### src/verilog/scan_tap_regs.vh
/*
 * constants of the boundary-scan port: state codes, instruction codes,
 * register widths and reset values.
 * assumes inclusion by bare name from the design files.
 */
`ifndef SCAN_TAP_REGS_VH
`define SCAN_TAP_REGS_VH

// ==========================================================
// controller states
`define ST_RESET      4'h0
`define ST_IDLE       4'h1
`define ST_SEL_DR     4'h2
`define ST_CAP_DR     4'h3
`define ST_SHIFT_DR   4'h4
`define ST_EXIT1_DR   4'h5
`define ST_PAUSE_DR   4'h6
`define ST_EXIT2_DR   4'h7
`define ST_UPD_DR     4'h8
`define ST_SEL_IR     4'h9
`define ST_CAP_IR     4'hA
`define ST_SHIFT_IR   4'hB
`define ST_EXIT1_IR   4'hC
`define ST_PAUSE_IR   4'hD
`define ST_EXIT2_IR   4'hE
`define ST_UPD_IR     4'hF

// ==========================================================
// instructions
`define IR_WIDTH        3
`define INS_EXTEST      3'h0
`define INS_IDCODE      3'h1
`define INS_SAMPLE_Z    3'h2
`define INS_RESERVED    3'h3
`define INS_SAMPLE      3'h4
`define INS_BYPASS      3'h7
`define IR_CAPTURE      2'h1

// ==========================================================
// data registers
`define ID_WIDTH        32
`define ID_VALUE        32'h0000_0001 // arbitrary value, low bit set
`define PIN_WIDTH       8
`define FILL_WIDTH      2
`define BSR_WIDTH       10
`define FIFO_WIDTH      1
`define FIFO_DEPTH      4

`endif

### src/verilog/scan_fifo.v
/*
 * small flip-flop fifo with valid/ready on both sides.
 * assumes one clock, synchronous active-low reset.
 */
`timescale 1ns/1ps
module scan_fifo #(
    parameter WIDTH = 1,
    parameter DEPTH = 4,
    parameter AW    = 2
) (
    input  wire             clk_sys,   // system clock
    input  wire             rst_b,     // sync reset, low
    input  wire [WIDTH-1:0] in_data,   // write data
    input  wire             in_valid,  // write request
    output wire             in_ready,  // room left
    output wire [WIDTH-1:0] out_data,  // head word
    output wire             out_valid, // not empty
    input  wire             out_ready  // drain
);
    reg [WIDTH-1:0] mem [0:DEPTH-1];
    reg [AW-1:0]    wr_ptr;
    reg [AW-1:0]    rd_ptr;
    reg [AW:0]      count;
    wire            push;
    wire            pop;

    assign in_ready  = (count != DEPTH[AW:0]);
    assign out_valid = (count != {(AW+1){1'b0}});
    assign out_data  = mem[rd_ptr];
    assign push      = in_valid & in_ready;
    assign pop       = out_valid & out_ready;

    // ==========================================================
    // pointers and storage
    always @(posedge clk_sys) begin
        if (!rst_b) begin
            wr_ptr <= {AW{1'b0}};
            rd_ptr <= {AW{1'b0}};
            count  <= {(AW+1){1'b0}};
        end else begin
            if (push) begin
                mem[wr_ptr] <= in_data;
                wr_ptr      <= wr_ptr + 1'b1;
            end
            if (pop)
                rd_ptr <= rd_ptr + 1'b1;
            if (push & ~pop)
                count <= count + 1'b1;
            else if (pop & ~push)
                count <= count - 1'b1;
        end
    end
endmodule // scan_fifo

### src/verilog/scan_tap.v
/*
 * boundary-scan test port of the sram, sampled on the system clock.
 * assumes test clock, mode and data pins arrive asynchronously and
 * that a floating pin reads high at the pad (pull-ups outside).
 */
`timescale 1ns/1ps
`include "scan_tap_regs.vh"

// What this block does
// - standard test port state machine and selection
// - sample on rising, update on falling
// - floating mode select reads as one
// - floating data input shifts ones
// - path chosen by state and instruction
// - data out driven only in shift states
// - five high mode edges reach reset
// - port starts in reset state
// - idle without test clock edges
// - registers shift rising, present falling
// - three bit instruction, loaded when selected
// - instruction acts from idle and data states
// - reset loads identify instruction
// - single flip-flop bypass
// - pin capture plus constant one fillers
// - scan register captures and shifts
// - only three instructions pick scan register
// - 000 extest, 001 identify
// - 010 capture, scan path, outputs float
// - 011 acts as bypass
// - capture loads 01 into instruction
module scan_tap (
    input  wire                  clk_sys,     // system clock
    input  wire                  rst_b,       // sync reset, low
    input  wire                  tck,         // test clock pin
    input  wire                  tms,         // mode select pin
    input  wire                  tdi,         // serial data in pin
    input  wire [`PIN_WIDTH-1:0] pins,        // ram pin levels
    output reg                   tdo,         // serial data out
    output reg                   tdo_oe,      // data out enable
    output reg                   outputs_off, // force ram drivers off
    output reg                   extest_on,   // scan drives outputs
    output reg  [`PIN_WIDTH-1:0] scan_out,    // update latch of scan
    output reg                   fifo_full    // serial fifo full
);
    // ==========================================================
    // synchronisers and edge finding
    reg [1:0] tck_s;
    reg [1:0] tms_s;
    reg [1:0] tdi_s;
    reg [`PIN_WIDTH-1:0] pin_a;
    reg [`PIN_WIDTH-1:0] pin_b;
    reg tck_d;
    wire rise;
    wire fall;

    // only the second stage is read, first stage stays private
    always @(posedge clk_sys) begin
        if (!rst_b) begin
            tck_s <= 2'h0;
            tms_s <= 2'h3;
            tdi_s <= 2'h3;
            pin_a <= {`PIN_WIDTH{1'b0}};
            pin_b <= {`PIN_WIDTH{1'b0}};
            tck_d <= 1'b0;
        end else begin
            tck_s <= {tck_s[0], tck};
            tms_s <= {tms_s[0], tms};
            tdi_s <= {tdi_s[0], tdi};
            pin_a <= pins;
            pin_b <= pin_a;
            tck_d <= tck_s[1];
        end
    end

    assign rise = tck_s[1] & ~tck_d;
    assign fall = ~tck_s[1] & tck_d;

    // ==========================================================
    // controller state machine
    reg [3:0] state;
    reg [3:0] next_state;

    always @* begin
        case (state)
            `ST_RESET:    next_state = tms_s[1] ? `ST_RESET : `ST_IDLE;
            `ST_IDLE:     next_state = tms_s[1] ? `ST_SEL_DR : `ST_IDLE;
            `ST_SEL_DR:   next_state = tms_s[1] ? `ST_SEL_IR : `ST_CAP_DR;
            `ST_CAP_DR:   next_state = tms_s[1] ? `ST_EXIT1_DR : `ST_SHIFT_DR;
            `ST_SHIFT_DR: next_state = tms_s[1] ? `ST_EXIT1_DR : `ST_SHIFT_DR;
            `ST_EXIT1_DR: next_state = tms_s[1] ? `ST_UPD_DR : `ST_PAUSE_DR;
            `ST_PAUSE_DR: next_state = tms_s[1] ? `ST_EXIT2_DR : `ST_PAUSE_DR;
            `ST_EXIT2_DR: next_state = tms_s[1] ? `ST_UPD_DR : `ST_SHIFT_DR;
            `ST_UPD_DR:   next_state = tms_s[1] ? `ST_SEL_DR : `ST_IDLE;
            `ST_SEL_IR:   next_state = tms_s[1] ? `ST_RESET : `ST_CAP_IR;
            `ST_CAP_IR:   next_state = tms_s[1] ? `ST_EXIT1_IR : `ST_SHIFT_IR;
            `ST_SHIFT_IR: next_state = tms_s[1] ? `ST_EXIT1_IR : `ST_SHIFT_IR;
            `ST_EXIT1_IR: next_state = tms_s[1] ? `ST_UPD_IR : `ST_PAUSE_IR;
            `ST_PAUSE_IR: next_state = tms_s[1] ? `ST_EXIT2_IR : `ST_PAUSE_IR;
            `ST_EXIT2_IR: next_state = tms_s[1] ? `ST_UPD_IR : `ST_SHIFT_IR;
            `ST_UPD_IR:   next_state = tms_s[1] ? `ST_SEL_DR : `ST_IDLE;
            default:      next_state = `ST_RESET;
        endcase
    end

    // ==========================================================
    // path selection by current instruction
    reg [`IR_WIDTH-1:0] ir_shift;
    reg [`IR_WIDTH-1:0] ir;
    reg [`ID_WIDTH-1:0] id_reg;
    reg [`BSR_WIDTH-1:0] bsr;
    reg bypass;

    // undefined and reserved codes collapse to the one-bit path
    function [1:0] path_of;
        input [`IR_WIDTH-1:0] code;
        begin
            case (code)
                `INS_EXTEST:   path_of = 2'h2;
                `INS_SAMPLE:   path_of = 2'h2;
                `INS_SAMPLE_Z: path_of = 2'h2;
                `INS_IDCODE:   path_of = 2'h1;
                `INS_RESERVED: path_of = 2'h0;
                default:       path_of = 2'h0;
            endcase
        end
    endfunction

    wire [1:0] path = path_of(ir);
    wire ir_path = (state == `ST_SHIFT_IR);
    wire dr_path = (state == `ST_SHIFT_DR);
    reg  serial_bit;

    always @* begin
        if (ir_path)
            serial_bit = ir_shift[0];
        else if (path == 2'h2)
            serial_bit = bsr[0];
        else if (path == 2'h1)
            serial_bit = id_reg[0];
        else
            serial_bit = bypass;
    end

    // ==========================================================
    // rising edge work: state, capture, shift, update
    // no test clock edge means nothing below moves
    always @(posedge clk_sys) begin
        if (!rst_b) begin
            state    <= `ST_RESET;
            ir       <= `INS_IDCODE;
            ir_shift <= `INS_IDCODE;
            id_reg   <= `ID_VALUE;
            bsr      <= {`BSR_WIDTH{1'b1}};
            bypass   <= 1'b0;
        end else if (rise) begin
            state <= next_state;
            case (state)
                `ST_RESET: begin
                    ir       <= `INS_IDCODE;
                    ir_shift <= `INS_IDCODE;
                end
                `ST_CAP_IR:
                    ir_shift <= {ir_shift[`IR_WIDTH-1:2],
                                 `IR_CAPTURE};
                `ST_SHIFT_IR:
                    ir_shift <= {tdi_s[1],
                                 ir_shift[`IR_WIDTH-1:1]};
                `ST_UPD_IR:
                    ir <= ir_shift;
                `ST_CAP_DR: begin
                    bypass <= 1'b0;
                    if (path == 2'h1)
                        id_reg <= `ID_VALUE;
                    if (path == 2'h2)
                        bsr <= {{`FILL_WIDTH{1'b1}}, pin_b};
                end
                `ST_SHIFT_DR: begin
                    bypass <= tdi_s[1];
                    if (path == 2'h1)
                        id_reg <= {tdi_s[1], id_reg[`ID_WIDTH-1:1]};
                    if (path == 2'h2)
                        bsr <= {tdi_s[1], bsr[`BSR_WIDTH-1:1]};
                end
                default: ;
            endcase
            // any rise that lands in reset reloads the instruction,
            // so the float/extest modes drop on the very next fall
            if (next_state == `ST_RESET) begin
                ir       <= `INS_IDCODE;
                ir_shift <= `INS_IDCODE;
            end
        end
    end

    // ==========================================================
    // falling edge work: every test output except fifo_full moves here
    wire [`PIN_WIDTH-1:0] fifo_out;
    wire fifo_valid;
    wire fifo_ready;
    wire shift_now = ir_path | dr_path;

    always @(posedge clk_sys) begin
        if (!rst_b) begin
            tdo         <= 1'b0;
            tdo_oe      <= 1'b0;
            outputs_off <= 1'b0;
            extest_on   <= 1'b0;
            scan_out    <= {`PIN_WIDTH{1'b0}};
            fifo_full   <= 1'b0;
        end else begin
            fifo_full <= ~fifo_ready;
            if (fall) begin
                tdo_oe      <= shift_now;
                tdo         <= shift_now ? serial_bit : 1'b0;
                outputs_off <= (ir == `INS_SAMPLE_Z);
                extest_on   <= (ir == `INS_EXTEST);
                if (state == `ST_UPD_DR && path == 2'h2)
                    scan_out <= bsr[`PIN_WIDTH-1:0];
            end
        end
    end

    // ==========================================================
    // serial bit log: each shifted-out bit passes a small fifo,
    // drained once per falling edge, so it never holds more than one bit
    scan_fifo #(
        .WIDTH (`FIFO_WIDTH),
        .DEPTH (`FIFO_DEPTH),
        .AW    (2)
    ) u_fifo (
        .clk_sys   (clk_sys),
        .rst_b     (rst_b),
        .in_data   (serial_bit),
        .in_valid  (rise & shift_now),
        .in_ready  (fifo_ready),
        .out_data  (fifo_out[0]),
        .out_valid (fifo_valid),
        .out_ready (fall)
    );
    assign fifo_out[`PIN_WIDTH-1:1] = {(`PIN_WIDTH-1){1'b0}};
endmodule // scan_tap

### config.mk
export PLATFORM = sky130hd
export DESIGN_NAME = scan_tap
export DESIGN_NICKNAME = d
export VERILOG_FILES = /design/src/verilog/scan_fifo.v /design/src/verilog/scan_tap.v
export VERILOG_INCLUDE_DIRS = /design/src /design/src/verilog
export SDC_FILE = /design/constraint.sdc
export NUM_CORES = 1
export LEC_CHECK = 0
export ABC_CLOCK_PERIOD_IN_PS = 6600
export BUFFER_PORTS_ARGS = -buffer_cell sky130_fd_sc_hd__buf_2
export CORE_UTILIZATION = 50
export DETAILED_ROUTE_END_ITERATION = 10
export PLACE_DENSITY = 0.74
export SLEW_MARGIN = 20
export SYNTH_ARGS = -nofsm -noshare
export SYNTH_HDL_FRONTEND = slang
export SYNTH_SLANG_ARGS = --single-unit
### constraint.sdc
create_clock -name clk_sys -period 6.6 [get_ports clk_sys]
set_clock_uncertainty 0.15 [all_clocks]
set_input_delay 0.33 -clock clk_sys [delete_from_list [all_inputs] [get_ports clk_sys]]
set_output_delay 0.33 -clock clk_sys [all_outputs]
set_load 0.01 [all_outputs]
# == Yosys cells after proc, flatten, opt, wreduce, memory -nomap -nowiden ==
# Index checks and enable logic that the tools add are counted.
# classes
n_reduce_logical,21
n_bitwise,13
n_eq_ne,26
n_mux,31
addsub,2
# ops
cell,count
2-to-1 mux 32 bit,2
case mux 32 bit (2 select lines),1
case mux 4 bit (12 select lines),1
== test 4 bit (second input constant),8
2-to-1 mux 10 bit,2
case mux 10 bit (2 select lines),1
2-to-1 mux 3 bit,6
== test 4 x 3 -> 1 bit (second input constant),4
2-to-1 mux 4 bit,4
case mux 3 bit (3 select lines),1
nonzero test 3 bit,3
== test 4 x 2 -> 1 bit (second input constant),2
logical NOT 4 bit,2
AND reduction 2 bit,4
AND reduction 4 bit,2
bitwise AND 1 bit,7
2-to-1 mux 1 bit,7
2-to-1 mux 2 bit,3
!= test 2 bit (second input constant),3
case mux 3 bit (2 select lines),1
OR reduction 3 bit,2
NOT 1 bit,5
== test 4 x 1 -> 1 bit (second input constant),1
!= test 2 x 1 -> 1 bit (second input constant),2
other kinds (17),19
# word_totals
elab_cells,113
regBits,92

# == Depth between registers and ports, before layout ==
# logic_depth
ltp_word,8
mapped_depth,11
ltp_nobuf,9

# == Hierarchy ==
# From an unflattened synthesis, not the netlist that was laid out.
# hier_totals
hier_cells,469
hier_area_um2,4324.1
# by_module_without_submodules
mod,area_per_inst_um2,cells_each,seq_area_each_um2,instances
scan_tap,3674.8,416,1781.7,1
scan_fifo,649.4,53,300.3,1

# == Least setup slack after synthesis ==
# Ideal clock, no wire load.
# synth_path
path_type,register -> register
from,reg state[3]
to,reg u_fifo.count[2]
arrival_ns,2.446
stages_incl_launch_ff,12
setup_ns,0.070
synth_period_minus_slack_ns,2.667
path_slack_ns,3.933
required_ns,6.380
path_cell_list,dfxtp_1 buf_2 nor4b_4 buf_2 nor2_1 a211oi_1 ha_1 inv_1 fa_1 xor2_1 or3_1 a21oi_1
# synth_via
elab_chain_len,7
# synth_rtl
element,line,source
start: declaration,scan_tap.v:80,reg [3:0] state;
start signal: assignment,scan_tap.v:149,state <= `ST_RESET;
start signal: assignment,scan_tap.v:156,state <= next_state;
== test 4 bit / == test 4 x 3 -> 1 bit (equally long branches),n/a,
OR 1 bit *,scan_tap.v:200,wire shift_now = ir_path | dr_path;
bitwise AND 1 bit *,scan_tap.v:234,".in_valid (rise & shift_now),"
bitwise AND 1 bit *,scan_fifo.v:30,assign push = in_valid & in_ready;
NOT 1 bit,scan_fifo.v:49,else if (pop & ~push)
bitwise AND 1 bit,scan_fifo.v:49,
nonzero test 2 bit (no source line),n/a,
end signal: assignment,scan_fifo.v:39,count <= {(AW+1){1'b0}};
end signal: assignment,scan_fifo.v:48,count <= count + 1'b1;
end signal: assignment,scan_fifo.v:50,count <= count - 1'b1;
end: declaration,scan_fifo.v:23,reg [AW:0] count;
# Every way passes the cells marked *; elsewhere a longest branch is shown, timed or not.
# A chain may end at the register's enable or synchronous reset.

# == Final worst setup path ==
# layout_path
from,reg state[1]
to,reg u_fifo.count[2]
# Same word-level chain as after synthesis.

==> results_dict.tcl <==
set metrics [dict create \
    cpMaxStageDelayCell "dfxtp_1" \
    antenna_found_initial 0 \
    firstDrtPassIters 4 \
    avgSynthCellArea_um2 8.83 \
    cp_num_buf_inv 1 \
    drive_above_1_share_pct 11.3 \
    cts_buffers 9 \
    cts_sinks 92 \
    tns_ps 0 \
    vias 2873 \
    power.switching_mw 0.211 \
    wl_mm 6.45 \
    netlist-cell-type-count 55 \
    vias_per_cell 5.38 \
    yosysSeqAreaShare_pct 49.2 \
    startpoint_type "register" \
    final_nets 445 \
    ir_worst_vdd_v 0.000162 \
    slew_violations 0 \
    clock_latency_ps 350 \
    cts_tree "yes" \
    arrival_ps 3090 \
    dpl-instance-area_um2 3880 \
    power_mw 1.00 \
    powerDensity_nw_per_um2 244 \
    htreeDepth 3 \
    die-area_um2 7840 \
    cap_violations 0 \
    pwr-share-comb_pct 3.0 \
    synth_cells 424 \
    antenna_left 0 \
    setup_viol 0 \
    final_cells 534 \
    post_cts_resized 0 \
    start_util_pct 51.6 \
    p_int_mw 0.789 \
    hold_viol_final 0 \
    critPathTopFamily "flip-flops" \
    status "finished, final reports clean" \
    layout_setup_ws_ps 3640 \
    fmax_mhz 337 \
    initialDrtViolationCount 178 \
    synthesis.area_um2 3740 \
    synth_top_family_by_area "simple AND/OR/NAND/NOR gates" \
    grt_overflow_total 0 \
    synthMuxAreaShare_pct 2.67 \
    critPathMaxStageDelay_ps 810 \
    cts-root-buf "clkbuf_8" \
    wl_per_cell_um 12.1 \
    final_common_cell "dfxtp_1" \
    period_minus_slack_ps 2960 \
    synth_simple_gate_area_share_pct 26.0 \
    path_class "register to register" \
    preCtsSetupSlack_ps 3620 \
    hpwl_mm 4.03 \
    seqPwrFrac_pct 56.6 \
    placed_cells 517 \
    synth-edff-count 0 \
    async_flop_share_pct 0 \
    cts_setup_buffers 0 \
    post-route-period-util_pct 44.9 \
    synth-compound-area-share_pct 15.3 \
    grt_start_max_net_pins 103 \
    cp-end-kind "register" \
    largest_reg_flops 32 \
    synth_nets 439 \
    pwr-share-clk_pct 40.4 \
    cp_max_fo 23 \
    die_x_um 88.5 \
    num_io_pins 26 \
    drc 0 \
    grt_pass1_vias 2449 \
    synth_flop_cell "dfxtp_1" \
    areaGrowthSynthToFinish_pct 9.59 \
    grt_pass1_wl_mm 10.9 \
    globalplace.congestion 0.804 \
    final_cell_mix "dfxtp_1 (92), nand3_1 (67), nor2_1 (39), o21ai_0 (39), buf_2 (25)" \
    synth_fa_ha_area_share_pct 0.869 \
    hold_path_class "input port to register" \
    yosysWarningCount 0 \
    switching_share_pct 21.1 \
    ys_ff_latch 92 \
    grt_usage_pct 18.0 \
    cp_cell_sequence "and4b_1 > nor2_1 > a211oi_1 > ha_1 > inv_1 > fa_1 > xor2_1 > or3_1 > a21oi_1" \
    max_slew.worst_pin.slew_ps 866 \
    rows 31 \
    portBuffers 25 \
    dieHeight_um 88.5 \
    clkTransAtPathRegs_ps 90 \
    design_area_um2 4100 \
    core-area_um2 7250 \
    leakagePower_nw 1.59 \
    required_ps 6720 \
    rsz0062_at_grt "no" \
    worst_slew_margin_rel_pct 42.3 \
    n_antenna_cell 0 \
    synth-xor-area-share_pct 0.936 \
    clockBufferDepth 2 \
]
[cell usage after synthesis, types with 2 or more instances]
cell type | count | area (um^2)
o211ai_1 | 3 | 22.5
a311oi_1 | 3 | 26.3
buf_1 | 2 | 7.51
a211oi_1 | 2 | 15.0
nand3_1 | 67 | 335
buf_2 | 13 | 65.1
inv_1 | 7 | 26.3
nor2b_1 | 6 | 37.5
or3_1 | 2 | 12.5
dfxtp_1 | 92 | 1840
and2_0 | 2 | 12.5
o21ai_0 | 39 | 195
nor3_1 | 6 | 30.0
xor2_1 | 3 | 26.3
a41oi_1 | 2 | 17.5
and3_1 | 3 | 18.8
and2_1 | 21 | 131
nand4b_1 | 2 | 17.5
mux2i_1 | 10 | 100
nand2b_1 | 10 | 62.6
o311ai_1 | 8 | 70.1
buf_4 | 3 | 22.5
nand2_1 | 16 | 60.1
nor3b_2 | 2 | 25.0
a221oi_1 | 2 | 17.5
clkbuf_1 | 18 | 67.6
a21oi_1 | 11 | 55.1
a22oi_1 | 3 | 22.5
nor2_1 | 39 | 146
o21ai_1 | 2 | 10.0
[worst reg2reg max path, stage by stage, from the launching register on]
cell	delay, ps
dfxtp_1	810
and4b_1	360
nor2_1	80
a211oi_1	190
ha_1	220
inv_1	70
fa_1	430
xor2_1	150
or3_1	300
a21oi_1	140
[through the flow]
stage	hold slack, ps	utilization (%)
global placement	247	53.5
detailed placement	252	53.5
global route	5.22	56.6
floorplan	236	-
finish	17.7	56.6
CTS	3.87	56.6
[routing by layer]
layer,part of all wire [%],GRT usage (%)
met5,0,0
met4,0.48,7.04
met3,3.6,4.76
met2,44,29.0
met1,51,23.1
[cell type report]
cell class                 instances  area, um^2
clock buffer                      11         131
clock inverter                     5        85.1
fill                             641        3150
inverter                           7        26.3
multi-input combinational        289        1720
sequential                        92        1840
tap                               99         124
timing repair buffer              31         173
[final timing paths]
check,start,endpoint,slack (ps),cells after the start
hold / removal,tms,tms_s[0],20,2
setup / recovery,state[1],u_fifo.count[2],3640,9
hold reg to reg,tms_s[0],tms_s[1],270,1
setup reg to reg,state[1],u_fifo.count[2],3640,9
[cell families (layout without fill, tap and decap cells)]
kind of cell / after synthesis / count (layout)
adder cells (fa/ha/maj): 2 / 2
buffers and inverters: 43 / 54
AND/OR/NAND/NOR: 184 / 184
XOR/XNOR: 4 / 4
multiplexers: 10 / 10
flip-flops: 92 / 92
AO/OA/AOI/OAI: 89 / 89
[power groups by stage]
stage               logic, mW  clock network, mW  registers [mW]
floorplan              0.0247                  0           0.576
global placement       0.0294                  0           0.579
detailed placement     0.0297                  0           0.579
CTS                    0.0302              0.417           0.566
global route           0.0337              0.441           0.568
finish                 0.0300              0.404           0.566
[timing repair]
| action | 4_1_cts | 5_1_grt |
|---|---|---|
| endpoints found under the hold margin | 1 | 0 |
| hold buffers | 1 | 0 |
| setup endpoints to repair | 0 | 0 |
Power figures use the tool's default switching activity.
